## src/rtl/dse_pkg.sv

```systemverilog
/*
 * dse_pkg: register map, field positions, reset values, state types and
 * carrier structs for the dma status and endpoint select block.
 * assumes a single 200 MHz clock domain and an APB register bus.
 */
package dse_pkg;

	localparam int unsigned DATA_W = 32;
	localparam int unsigned ADDR_W = 12;

	localparam logic [11:0] CAUSE_OFS = 12'h250;
	localparam logic [11:0] MASK_OFS = 12'h254;
	localparam logic [11:0] ROUTE_OFS = 12'h258;
	localparam logic [11:0] SUMMARY_OFS = 12'h218;

	localparam int unsigned STOP_BIT = 12;
	localparam int unsigned SHORT_END_BIT = 10;
	localparam int unsigned COUNT_DONE_BIT = 8;
	localparam int unsigned SUMMARY_DMA_BIT = 6;

	localparam logic [15:0] CAUSE_RESET = 16'h0000;
	localparam logic [15:0] MASK_RESET = 16'h0000;
	localparam logic [7:0] ROUTE_RESET = 8'h00;
	localparam logic [15:0] EVENT_BITS = 16'h1500;
	localparam logic [7:0] ROUTE_BITS = 8'h0F;

	localparam int unsigned EP_SEL_W = 3;
	localparam int unsigned EP_SEL_LSB = 1;
	localparam int unsigned DIR_BIT = 0;

	localparam logic [31:0] ERR_DATA = 32'h0000_0000;

	typedef enum logic [1:0] {
		APB_IDLE = 2'b00,
		APB_ACCESS = 2'b01
	} dse_apb_state_type;

	typedef struct packed {
		logic psel;
		logic penable;
		logic pwrite;
		logic [ADDR_W-1:0] paddr;
		logic [DATA_W-1:0] pwdata;
		logic [3:0] pstrb;
	} dse_apb_req_type;

	typedef struct packed {
		logic pready;
		logic pslverr;
		logic [DATA_W-1:0] prdata;
	} dse_apb_rsp_type;

	typedef struct packed {
		logic stop_cmd;
		logic short_packet_end;
		logic counter_zero;
	} dse_event_type;

	typedef struct packed {
		logic [EP_SEL_W-1:0] dma_endpoint_select;
		logic dma_fifo_direction;
	} dse_route_type;

endpackage : dse_pkg

```

## src/rtl/dse_apb_slave.sv

```systemverilog
/*
 * dse_apb_slave: apb decode front end; turns a completed apb access into
 * one-cycle read/write strobes qualified by the address hit.
 * assumes a well-behaved apb master; answers with zero wait states.
 */
`timescale 1ns/1ps
module dse_apb_slave (
	input wire logic sys_clk,
	input wire logic arst_n,
	input dse_pkg::dse_apb_req_type req,
	output dse_pkg::dse_apb_rsp_type rsp,
	output logic wr_stb,
	output logic rd_stb,
	input wire logic [31:0] rd_data,
	input wire logic addr_hit
);
	typedef struct packed {
		logic [31:0] prdata;
		logic pslverr;
	} dse_slv_state_type;

	dse_slv_state_type s_q;
	dse_slv_state_type s_d;
	logic access;

	// single-cycle access phase keeps read side effects to one strobe
	assign access = req.psel && req.penable;
	assign wr_stb = access && req.pwrite && addr_hit;
	assign rd_stb = access && !req.pwrite && addr_hit;

	always_comb begin
		s_d = s_q;
		if (req.psel && !req.penable) begin
			s_d.pslverr = !addr_hit;
			s_d.prdata = addr_hit ? rd_data : dse_pkg::ERR_DATA;
		end
	end

	always_ff @(posedge sys_clk or negedge arst_n) begin
		if (!arst_n) begin
			s_q <= '0;
		end else begin
			s_q <= s_d;
		end
	end

	assign rsp.pready = 1'b1;
	assign rsp.pslverr = access && s_q.pslverr;
	assign rsp.prdata = access ? s_q.prdata : dse_pkg::ERR_DATA;
endmodule : dse_apb_slave

```

## src/rtl/dse_irq_gate.sv

```systemverilog
/*
 * dse_irq_gate: masks the cause flags and forms the level interrupt.
 * assumes cause and mask share one layout.
 */
`timescale 1ns/1ps
module dse_irq_gate (
	input wire logic [15:0] cause,
	input wire logic [15:0] mask,
	input wire logic summary_dma,
	output logic dma_pending,
	output logic irq
);
	assign dma_pending = |(cause & mask & dse_pkg::EVENT_BITS);
	assign irq = summary_dma;
endmodule : dse_irq_gate

```

## src/rtl/dse_top.sv

```systemverilog
/*
 * dse_top: dma event cause flags, their interrupt enables, the dma
 * endpoint route and the dma bit of the device interrupt summary.
 * assumes event pulses come from the dma engine synchronous to sys_clk,
 * one cycle each, raised when a dma command completes.
 */
// Function
// - refresh cause flags when dma command finishes
// - writing one clears flag, zero keeps
// - stop command sets cause bit 12
// - counter zero sets cause bit 8
// - short packet end sets bit 10
// - short packet early: bit10 only
// - short packet at zero: both bits
// - zero without short packet: bit8 only
// - enable bits gate matching cause flags
// - enables read zero after any reset
// - bits 3 to 1 pick endpoint
// - bit 0 picks fifo direction
// - interrupt line high while summary nonzero
`timescale 1ns/1ps
module dse_top (
	input wire logic sys_clk,
	input wire logic arst_n,
	input wire logic bus_reset,
	input wire logic psel,
	input wire logic penable,
	input wire logic pwrite,
	input wire logic [11:0] paddr,
	input wire logic [31:0] pwdata,
	input wire logic [3:0] pstrb,
	output logic pready,
	output logic pslverr,
	output logic [31:0] prdata,
	input wire logic evt_stop_cmd,
	input wire logic evt_short_packet_end,
	input wire logic evt_counter_zero,
	output logic [2:0] dma_endpoint_select,
	output logic dma_fifo_direction,
	output logic irq
);
	typedef struct packed {
		logic [15:0] cause;
		logic [15:0] mask;
		logic [7:0] route;
		logic summary_dma;
	} dse_state_type;

	dse_state_type st_q;
	dse_state_type st_d;
	dse_pkg::dse_apb_req_type req;
	dse_pkg::dse_apb_rsp_type rsp;
	dse_pkg::dse_event_type evt;
	logic wr_stb;
	logic rd_stb;
	logic addr_hit;
	logic [31:0] rd_data;
	logic dma_pending;
	logic [15:0] set_vec;
	logic [15:0] wr_lo;

	assign req = '{psel: psel, penable: penable, pwrite: pwrite, paddr: paddr,
		pwdata: pwdata, pstrb: pstrb};
	assign evt = '{stop_cmd: evt_stop_cmd, short_packet_end: evt_short_packet_end,
		counter_zero: evt_counter_zero};

	dse_apb_slave u_slave (
		.sys_clk(sys_clk),
		.arst_n(arst_n),
		.req(req),
		.rsp(rsp),
		.wr_stb(wr_stb),
		.rd_stb(rd_stb),
		.rd_data(rd_data),
		.addr_hit(addr_hit)
	);

	dse_irq_gate u_gate (
		.cause(st_q.cause),
		.mask(st_q.mask),
		.summary_dma(st_q.summary_dma),
		.dma_pending(dma_pending),
		.irq(irq)
	);

	assign addr_hit = (paddr == dse_pkg::CAUSE_OFS) || (paddr == dse_pkg::MASK_OFS) ||
		(paddr == dse_pkg::ROUTE_OFS) || (paddr == dse_pkg::SUMMARY_OFS);

	// byte lanes 0 and 1 carry the 16-bit registers
	always_comb begin
		wr_lo = 16'h0000;
		if (pstrb[0]) begin
			wr_lo[7:0] = pwdata[7:0];
		end
		if (pstrb[1]) begin
			wr_lo[15:8] = pwdata[15:8];
		end
	end

	// each completion event drives its own flag; simultaneous events set both
	always_comb begin
		set_vec = 16'h0000;
		set_vec[dse_pkg::STOP_BIT] = evt.stop_cmd;
		set_vec[dse_pkg::SHORT_END_BIT] = evt.short_packet_end;
		set_vec[dse_pkg::COUNT_DONE_BIT] = evt.counter_zero;
	end

	always_comb begin
		rd_data = 32'h0000_0000;
		case (paddr)
			dse_pkg::CAUSE_OFS: rd_data = {16'h0000, st_q.cause};
			dse_pkg::MASK_OFS: rd_data = {16'h0000, st_q.mask};
			dse_pkg::ROUTE_OFS: rd_data = {24'h00_0000, st_q.route};
			dse_pkg::SUMMARY_OFS: rd_data = {25'h000_0000, st_q.summary_dma, 6'h00};
			default: rd_data = 32'h0000_0000;
		endcase
	end

	always_comb begin
		st_d = st_q;
		// write-one-to-clear; a same-cycle event wins over the clear
		if (wr_stb && paddr == dse_pkg::CAUSE_OFS) begin
			st_d.cause = st_q.cause & ~wr_lo;
		end
		st_d.cause = (st_d.cause | set_vec) & dse_pkg::EVENT_BITS;
		if (wr_stb && paddr == dse_pkg::MASK_OFS) begin
			st_d.mask = wr_lo & dse_pkg::EVENT_BITS;
		end
		if (wr_stb && paddr == dse_pkg::ROUTE_OFS && pstrb[0]) begin
			st_d.route = pwdata[7:0] & dse_pkg::ROUTE_BITS;
		end
		// summary bit stays up until software writes one while no cause pends
		if (wr_stb && paddr == dse_pkg::SUMMARY_OFS && pstrb[0] &&
			pwdata[dse_pkg::SUMMARY_DMA_BIT]) begin
			st_d.summary_dma = 1'b0;
		end
		if (dma_pending) begin
			st_d.summary_dma = 1'b1;
		end
		if (bus_reset) begin
			st_d.cause = dse_pkg::CAUSE_RESET;
			st_d.mask = dse_pkg::MASK_RESET;
			st_d.route = dse_pkg::ROUTE_RESET;
			st_d.summary_dma = 1'b0;
		end
	end

	always_ff @(posedge sys_clk or negedge arst_n) begin
		if (!arst_n) begin
			st_q <= '{cause: dse_pkg::CAUSE_RESET, mask: dse_pkg::MASK_RESET,
				route: dse_pkg::ROUTE_RESET, summary_dma: 1'b0};
		end else begin
			st_q <= st_d;
		end
	end

	assign dma_endpoint_select = st_q.route[dse_pkg::EP_SEL_LSB +: dse_pkg::EP_SEL_W];
	assign dma_fifo_direction = st_q.route[dse_pkg::DIR_BIT];
	assign pready = rsp.pready;
	assign pslverr = rsp.pslverr;
	assign prdata = rsp.prdata;

	logic unused_rd;
	assign unused_rd = rd_stb;
endmodule : dse_top

```

## config.mk

```make
export PLATFORM = sky130hd
export DESIGN_NAME = dse_top
export DESIGN_NICKNAME = d
export VERILOG_FILES = /design/src/rtl/dse_pkg.sv /design/src/rtl/dse_apb_slave.sv /design/src/rtl/dse_irq_gate.sv /design/src/rtl/dse_top.sv
export SDC_FILE = /design/constraint.sdc
export NUM_CORES = 1
export LEC_CHECK = 0
export BUFFER_PORTS_ARGS = -buffer_cell sky130_fd_sc_hd__buf_4
export CORE_MARGIN = 8
export CORE_UTILIZATION = 40
export CTS_BUF_LIST = sky130_fd_sc_hd__clkbuf_16
export DETAILED_ROUTE_END_ITERATION = 12
export GPL_ROUTABILITY_DRIVEN = 0
export MAX_ROUTING_LAYER = met4
export PLACE_DENSITY = 0.83
export SETUP_SLACK_MARGIN = 0.2
export SLEW_MARGIN = 20
export SYNTH_ARGS = -nofsm -noshare
export SYNTH_HDL_FRONTEND = slang
export SYNTH_SLANG_ARGS = --single-unit
```

## constraint.sdc

```tcl
create_clock -name sys_clk -period 1 [get_ports sys_clk]
set_input_delay 0.15 -clock sys_clk [delete_from_list [all_inputs] [get_ports sys_clk]]
set_output_delay 0.15 -clock sys_clk [all_outputs]
set_load 0.1 [all_outputs]
```

==> results.yml, run 1 <==
logic_synthesis:
  ys_types: 31
  synth_top_cell_by_area: "dfrtp_1"
  synth_cells: 148
  syn_avg_cell_area_um2: 8.99
  ys_seq_area_frac: 0.376
  ys_warn_count: 0
  synth_area_leaders: "dfrtp_1 (38%), buf_4 (16%), and3_1 (4.2%), nand3_1 (3.4%), nor4_4 (3.2%)"
  synth-seq-cells: 20
  netlist_area_um2: 1330
  synth_top_area_frac: 0.376
sta:
  finalWorstSetupSlack_ns: -0.312
  fin_crit_ns: 1.31
  period_share: 1.31
  setup_viol: 32
  hold_violations: 0
  fmax_mhz: 762
  grt_setup_unrepaired: "yes"
  slew_viol_final: 0
  skew_ns: 0.00162
clock_network:
  path_clk_slew_ns: 0.06
  numClockSinks: 20
  h-tree-depth: 1
  clock_path_buffers: 2
  cts_tree: "done"
  numCtsBuffers: 3
  clock_latency_ns: 0.26
  cts_root_buffer: "clkbuf_16"
detailed_routing:
  vias_per_cell: 5.20
  drtPass1Iterations: 4
  routed_wirelength_um: 5340
  wl_per_cell_um: 19.0
  vias: 1460
  drt_iter0_drc: 78
  drc: 0
  ant_nets: 0
critical_path:
  crit_slowest_cell: "or4b_4"
  slowest_delay_ns: 0.57
  worstPathArrival_ns: 1.50
  endpoint_kind: "flip-flop"
  cp_cell_sequence: "buf_8, or4b_4, nor4_4, nand3_1, a21oi_1"
  crit_family: "simple AND/OR/NAND/NOR gates"
  crit_path_start_kind: "input pin"
  path_class: "input pin to flip-flop"
  crit_required_ns: 1.18
  worstPathMaxFanout: 6
  cp_num_buf_inv: 1
layout:
  fin_nets: 293
  fill_cells: 205
  multi_input_area_um2: 832
  stdcell_count: 281
  num_antenna_cells: 0
  post-route-cell-area_um2: 2450
  final_common_cell: "buf_4"
  final_cell_mix: "buf_4 (63), conb_1 (25), dfrtp_1 (18), buf_12 (14), buf_6 (13)"
  drive_gt1_frac: 0.536
  ff_latch_area_um2: 508
  syn_to_final_growth_pct: 83.9
global_route:
  antenna_found_initial: 0
  overflow: 0
  grt_start_max_net_pins: 21
  grt_pass1_wl_um: 7020
  grtUsageTotal: 0.171
  grt_pass1_vias: 1490
floorplan:
  die_w_um: 73.7
  rows: 21
  core_area_um2: 3260
  initial_core_util: 0.408
  dieArea_um2: 5430
  die_h_um: 73.7
  ios: 96
outcome:
  violations: "setup timing"
  status: "complete, but fails checks"
place:
  place_hpwl_um: 3170
  place_inst: 253
  placed_cell_area_um2: 1850
  port_buffers: 44
power:
  p_total_mw: 2.75
  leakagePower_nw: 1.13
  ir_worst_vdd_mv: 0.890
  pwr_density_cell_nw_per_um2: 1130
worst_hold_path:
  hold_class: "input pin to flip-flop"
job:
  max_cap_violations: 0
## state kept, by name, indices dropped and copies added, names as in the netlist
signal               count
u_slave.s_q              9
st_q                     7
dma_endpoint_select      3
dma_fifo_direction       1
## path summary, 6_finish.rpt
path                                            start                          to  slack (ns)  depth (start not counted)
min                                         bus_reset        st_q[17]$_DFFE_PN0P_        0.14                          2
min in group asynchronous                      arst_n  u_slave.s_q[2]$_DFFE_PN0P_        0.31                          2
min reg2reg                u_slave.s_q[0]$_DFFE_PN0P_  u_slave.s_q[0]$_DFFE_PN0P_        0.53                          2
max in group asynchronous                      arst_n         st_q[0]$_DFFE_PN0P_        0.46                          2
max reg2reg                        st_q[35]$_DFF_PN0_         st_q[0]$_DFFE_PN0P_        0.02                          2
max                                          paddr[0]        st_q[19]$_DFFE_PN0P_       -0.31                          5
## power by group
part	leakage (nW)	switching (mW)	internal, mW
clock network	0.0511	0.320	0.795
registers	0.266	0.00698	0.818
logic	0.815	0.609	0.205
## synth_stat cells
| master | n |
|---|---|
| and3_1 | 9 |
| inv_1 | 1 |
| o41ai_1 | 1 |
| nor2b_1 | 1 |
| o21ai_1 | 3 |
| nor3_1 | 3 |
| or3b_1 | 1 |
| nor2_1 | 10 |
| nor4_4 | 2 |
| nor4b_2 | 1 |
| clkbuf_1 | 4 |
| or4b_4 | 2 |
| nor4b_1 | 1 |
| buf_4 | 28 |
| o21ai_0 | 6 |
| and2_1 | 1 |
| conb_1 | 2 |
| a21oi_1 | 8 |
| a222oi_1 | 1 |
| dfrtp_1 | 20 |
| a2111oi_0 | 1 |
| buf_2 | 1 |
| nor3b_1 | 1 |
| nand2b_1 | 4 |
| a22o_1 | 4 |
| nand3_1 | 9 |
| mux2i_1 | 3 |
| nand4_1 | 5 |
| nor3_2 | 1 |
| a311oi_1 | 3 |
| nand2_1 | 11 |
## layout make-up
cell class | count | area share
Timing Repair Buffer | 93 | 0.384
Multi-Input combinational cell | 117 | 0.340
Tap cell | 46 | 0.0235
Sequential cell | 20 | 0.208
Clock buffer | 3 | 0.0307
Clock inverter | 1 | 0.0123
Inverter | 1 | 0.00153
## kinds of logic after synthesis
logic type,Yosys count,share of synthesized area
AND/OR/NAND/NOR,62,0.289
buffers and inverters,34,0.176
AO/OA/AOI/OAI,27,0.131
flip-flops,20,0.376
multiplexers,3,0.0226
other,2,0.00565
## stage by stage
| stage | utilization | TNS [ns] | setup WS, ns | hold WS, ns |
|---|---|---|---|---|
| final | 0.751 | -5.38 | -0.312 | 0.144 |
| after floorplan | - | -4.38 | -0.338 | -0.146 |
| after CTS | 0.700 | -3.98 | -0.276 | 0.140 |
| after global routing | 0.751 | -6.56 | -0.334 | 0.147 |
| after global placement | 0.568 | -8.39 | -0.513 | 0.0355 |
| after detailed placement | 0.568 | -9.01 | -0.540 | 0.0430 |
## metal layers
metal / track usage / share of wire / up-vias
li1: - / - / 656
met1: 0.168 / 0.36 / 712
met2: 0.321 / 0.55 / 73
met3: 0.0300 / 0.050 / 19
met4: 0.0710 / 0.047 / 0
met5: - / 0 / -
## timing repair
action                     4_1_cts  5_1_grt
hold endpoints to repair        20        0
setup endpoints to repair       34       34
hold buffers                     1        0
gates resized for setup         60       16
setup buffers                   11       12
pin swaps                       18        9
(Power assumes the default switching activity.)
==> run 2, diff against run 1 <==
--- a/config.mk
+++ b/config.mk
@@ -11,6 +11,7 @@
 export CTS_BUF_LIST = sky130_fd_sc_hd__clkbuf_16
 export DETAILED_ROUTE_END_ITERATION = 12
 export GPL_ROUTABILITY_DRIVEN = 0
+export GPL_TIMING_DRIVEN = 0
 export MAX_ROUTING_LAYER = met4
 export PLACE_DENSITY = 0.83
 export SETUP_SLACK_MARGIN = 0.2
==> run 2 against run 1 <==
Effect of this change: the run still ends with setup timing left; power shrank 0.83%; die area is the same; final cell count grew 2.1%; combinational power is essentially flat; largest cell class unchanged; highest routed layer unchanged.
==> results.yml, run 2 (same netlist as run 1, synthesis figures left out) <==
layout:
  drive_gt1_frac: 0.523
  largest_reg_flops: 9
  syn_to_final_growth_pct: 82.7
  final_common_cell: "buf_4"
  regMostFlops: "u_slave.s_q"
  fin_nets: 299
  stdcell_count: 287
  final_cell_mix: "buf_4 (71), conb_1 (25), dfrtp_1 (18), buf_12 (14), nand2_1 (11)"
  post-route-cell-area_um2: 2430
  fill_cells: 218
  num_antenna_cells: 0
clock_network:
  cts_tree: "done"
  h-tree-depth: 1
  clock_latency_ns: 0.25
  clock_path_buffers: 2
  numClockSinks: 20
  path_clk_slew_ns: 0.06
  cts_root_buffer: "clkbuf_16"
  numCtsBuffers: 3
global_route:
  overflow: 0
  grt_pass1_vias: 1391
  grtUsageTotal: 0.161
  antenna_found_initial: 0
  grt_pass1_wl_um: 6740
  grt_start_max_net_pins: 21
detailed_routing:
  drt_iter0_drc: 100
  routed_wirelength_um: 4530
  vias_per_cell: 4.90
  ant_nets: 0
  wl_per_cell_um: 15.8
  vias: 1407
  drtPass1Iterations: 4
  drc: 0
place:
  post-place-ws_ns: -0.595
  place_inst: 260
  port_buffers: 43
  placed_cell_area_um2: 1910
  place_hpwl_um: 2910
sta:
  slew_viol_final: 0
  setup_tns_ns: -5.46
  finalWorstSetupSlack_ns: -0.300
  fmax_mhz: 769
  timing.hold.ws_ns: 0.0526
  grt_setup_unrepaired: "yes"
  hold_violations: 0
  setup_viol: 33
  period_share: 1.30
  fin_crit_ns: 1.30
  skew_ns: 0.00357
floorplan:
  die_h_um: 73.7
  core_area_um2: 3260
  initial_core_util: 0.408
  rows: 21
  die_w_um: 73.7
  dieArea_um2: 5430
  ios: 96
critical_path:
  timing.rr.end: "st_q[0]$_DFFE_PN0P_"
  reg2reg_depth: 2
  crit_path_start_kind: "input pin"
  worstPathMaxFanout: 6
  crit_start: "paddr[1]"
  crit_required_ns: 1.12
  worstPathArrival_ns: 1.42
  rrSetupSlack_ns: 0.01
  endpoint_kind: "flip-flop"
  path_class: "input pin to flip-flop"
  r2r-start: "st_q[35]$_DFF_PN0_"
power:
  power.switching_mw: 0.893
  pwr_density_cell_nw_per_um2: 1120
  intPower_mw: 1.84
  combPwrFrac: 0.298
  pwr-share-clk: 0.400
  switching_share: 0.327
  pwr-share-seq: 0.302
  ir_worst_vdd_mv: 0.480
  leakagePower_nw: 1.16
worst_hold_path:
  hp-start: "bus_reset"
  hold_class: "input pin to flip-flop"
  min_path_cells: 2
  hold_end: "st_q[37]$_DFF_PN0_"
outcome:
  status: "complete, but fails checks"
  violations: "setup timing"
job:
  max_cap_violations: 0
## run 2: repair_timing
action | 4_1_cts | 5_1_grt
hold buffers | 1 | 0
endpoints found under the setup margin | 33 | 34
resized for setup | 53 | 9
endpoints found under the hold margin | 20 | 0
setup buffers | 14 | 8
pin swaps | 13 | 9
## run 2: power by group through the flow
| stage | logic, mW | clock network (mW) | registers [mW] |
|---|---|---|---|
| 2_1_floorplan | 0.599 | 0 | 0.838 |
| 3_3_place_gp | 0.749 | 0 | 0.839 |
| 3_5_place_dp | 0.753 | 0 | 0.840 |
| 4_1_cts | 0.783 | 1.11 | 0.825 |
| 5_1_grt | 0.847 | 1.13 | 0.826 |
| 6_report | 0.814 | 1.09 | 0.825 |
## run 2: worst max path at each step
| stage | to | slack (ns) | depth (start not counted) |
|---|---|---|---|
| after floorplan | st_q[19]$_DFFE_PN0P_ | -0.34 | 4 |
| after global placement | st_q[17]$_DFFE_PN0P_ | -0.59 | 5 |
| after detailed placement | st_q[21]$_DFFE_PN0P_ | -0.60 | 5 |
| after CTS | st_q[21]$_DFFE_PN0P_ | -0.29 | 5 |
| after global routing | st_q[21]$_DFFE_PN0P_ | -0.37 | 5 |
| final | st_q[21]$_DFFE_PN0P_ | -0.30 | 5 |
## run 2: critical path, cell delays in order
cell and delay (ns):
buf_6 0.11, or4b_4 0.54, nor4_4 0.39, nand2b_1 0.16, a21oi_1 0.06
## run 2: layout make-up
| cell class | instances | area (um2) | share of cell area |
|---|---|---|---|
| multi-input combinational | 117 | 790 | 0.325 |
| timing repair buffer | 66 | 699 | 0.288 |
| sequential | 20 | 508 | 0.209 |
| buffer | 33 | 267 | 0.110 |
| clock buffer | 3 | 75.1 | 0.0309 |
| tap | 46 | 57.6 | 0.0237 |
| clock inverter | 1 | 30.0 | 0.0124 |
| inverter | 1 | 3.75 | 0.00154 |
## run 2: per-layer routing
metal  wire length (um)  track usage  up-vias  part of all wire
met5                  0            -        -                 0
met3                217       0.0164        4             0.048
met2               2460        0.298       50              0.54
li1                   -            -      666                 -
met1               1820        0.175      687              0.40
met4                 38       0.0488        0            0.0084
## run 2: metrics by stage
step	utilization	total power, mW
2_1_floorplan	-	1.44
3_3_place_gp	0.587	1.59
3_5_place_dp	0.587	1.59
4_1_cts	0.719	2.71
5_1_grt	0.746	2.81
6_report	0.746	2.73
==> run 3, diff against run 2 <==
--- a/config.mk
+++ b/config.mk
@@ -12,9 +12,11 @@
 export DETAILED_ROUTE_END_ITERATION = 12
 export GPL_ROUTABILITY_DRIVEN = 0
 export GPL_TIMING_DRIVEN = 0
+export HOLD_SLACK_MARGIN = 0.02
 export MAX_ROUTING_LAYER = met4
 export PLACE_DENSITY = 0.83
 export SETUP_SLACK_MARGIN = 0.2
+export SKIP_CTS_REPAIR_TIMING = 1
 export SLEW_MARGIN = 20
 export SYNTH_ARGS = -nofsm -noshare
 export SYNTH_HDL_FRONTEND = slang
==> run 3 against run 2 <==
Effect of this change: the flow still finishes with violations (setup timing); count of clock-buffer cells in the layout did not move; critical path depth did not move; cell area shrank 1.8%; final cell count down 3.1%; die area stayed put.
==> results.yml, run 3 (same netlist as run 1, synthesis figures left out) <==
floorplan:
  core_area_um2: 3260
  initial_core_util: 0.408
  rows: 21
  die_w_um: 73.7
  dieArea_um2: 5430
  die_h_um: 73.7
  ios: 96
detailed_routing:
  ant_nets: 0
  wl_per_cell_um: 15.2
  routed_wirelength_um: 4230
  drc: 0
  vias: 1329
  vias_per_cell: 4.78
  drtPass1Iterations: 4
  drt_iter0_drc: 100
layout:
  syn_to_final_growth_pct: 79.4
  largest_reg_flops: 9
  regMostFlops: "u_slave.s_q"
  drive_gt1_frac: 0.513
  post-route-cell-area_um2: 2390
  fill_cells: 222
  final_cell_mix: "buf_4 (63), conb_1 (25), dfrtp_1 (18), buf_12 (14), nand2_1 (11)"
  fin_nets: 290
  final_common_cell: "buf_4"
  num_antenna_cells: 0
critical_path:
  rrSetupSlack_ns: 0.01
  worstPathMaxFanout: 6
  worstPathArrival_ns: 1.52
  path_class: "input pin to flip-flop"
  crit_path_start_kind: "input pin"
  crit_required_ns: 1.18
  endpoint_kind: "flip-flop"
global_route:
  overflow: 0
  grt_pass1_vias: 1232
  grt_pass1_wl_um: 5580
  antenna_found_initial: 0
  grt_start_max_net_pins: 21
  grtUsageTotal: 0.132
sta:
  skew_ns: 0.00267
  setup_tns_ns: -5.64
  grt_setup_unrepaired: "yes"
  period_share: 1.34
  finalWorstSetupSlack_ns: -0.339
  fin_crit_ns: 1.34
  hold_violations: 0
  slew_viol_final: 0
  setup_viol: 32
  fmax_mhz: 747
place:
  post-place-ws_ns: -0.595
  port_buffers: 43
  place_hpwl_um: 2910
  placed_cell_area_um2: 1910
worst_hold_path:
  hold_class: "input pin to flip-flop"
outcome:
  violations: "setup timing"
  status: "complete, but fails checks"
clock_network:
  numClockSinks: 20
  clock_path_buffers: 2
  h-tree-depth: 1
  cts_tree: "done"
  cts_root_buffer: "clkbuf_16"
  clock_latency_ns: 0.25
  path_clk_slew_ns: 0.06
  numCtsBuffers: 3
power:
  power.switching_mw: 0.895
  pwr-share-seq: 0.303
  pwr-share-clk: 0.405
  switching_share: 0.329
  combPwrFrac: 0.292
  leakagePower_nw: 1.12
  ir_worst_vdd_mv: 0.571
  p_total_mw: 2.72
  intPower_mw: 1.83
  pwr_density_cell_nw_per_um2: 1140
job:
  max_cap_violations: 0
-- run 3: path summary, 6_finish.rpt --
kind | from | end | depth (start not counted)
worst max-delay path | paddr[8] | st_q[19]$_DFFE_PN0P_ | 5
worst min-delay path | bus_reset | st_q[37]$_DFF_PN0_ | 2
worst max register to register | st_q[19]$_DFFE_PN0P_ | st_q[0]$_DFFE_PN0P_ | 2
worst min register to register | dma_endpoint_select[0]$_DFFE_PN0P_ | u_slave.s_q[2]$_DFFE_PN0P_ | 1
max in group asynchronous | arst_n | st_q[0]$_DFFE_PN0P_ | 2
min in group asynchronous | arst_n | u_slave.s_q[4]$_DFFE_PN0P_ | 2
-- run 3: area by class of cell --
type                            instances  area [um2]  area share
Clock inverter                          1        30.0      0.0126
Buffer                                 33         267       0.112
Timing Repair Buffer                   57         624       0.262
Tap cell                               46        57.6      0.0241
Clock buffer                            3        75.1      0.0315
Sequential cell                        20         508       0.213
Inverter                                1        3.75     0.00157
Multi-Input combinational cell        117         821       0.344
-- run 3: routing by layer --
| layer | track usage | wire length (um) |
|---|---|---|
| met5 | - | 0 |
| met4 | 0.0554 | 72 |
| met3 | 0.0232 | 229 |
| met2 | 0.221 | 2290 |
| met1 | 0.150 | 1640 |
-- run 3: metrics by stage --
step           cells  hold WS (ns)   util
2_1_floorplan    171        -0.146      -
3_3_place_gp     260        0.0351  0.587
6_report         278        0.0502  0.732
5_1_grt          278        0.0613  0.732
3_5_place_dp     260        0.0402  0.587
4_1_cts          264        -0.227  0.619
-- run 3: power by group through the flow --
stage	combinational, mW	sequential (mW)	clock [mW]
global route	0.828	0.826	1.14
CTS	0.754	0.825	1.11
global placement	0.749	0.839	0
floorplan	0.599	0.838	0
finish	0.793	0.825	1.10
detailed placement	0.753	0.840	0
-- run 3: worst max-delay path: stages --
cell	delay [ns]
buf_6	0.10
or4b_4	0.57
nor4_4	0.39
nand3_1	0.16
a21oi_2	0.15
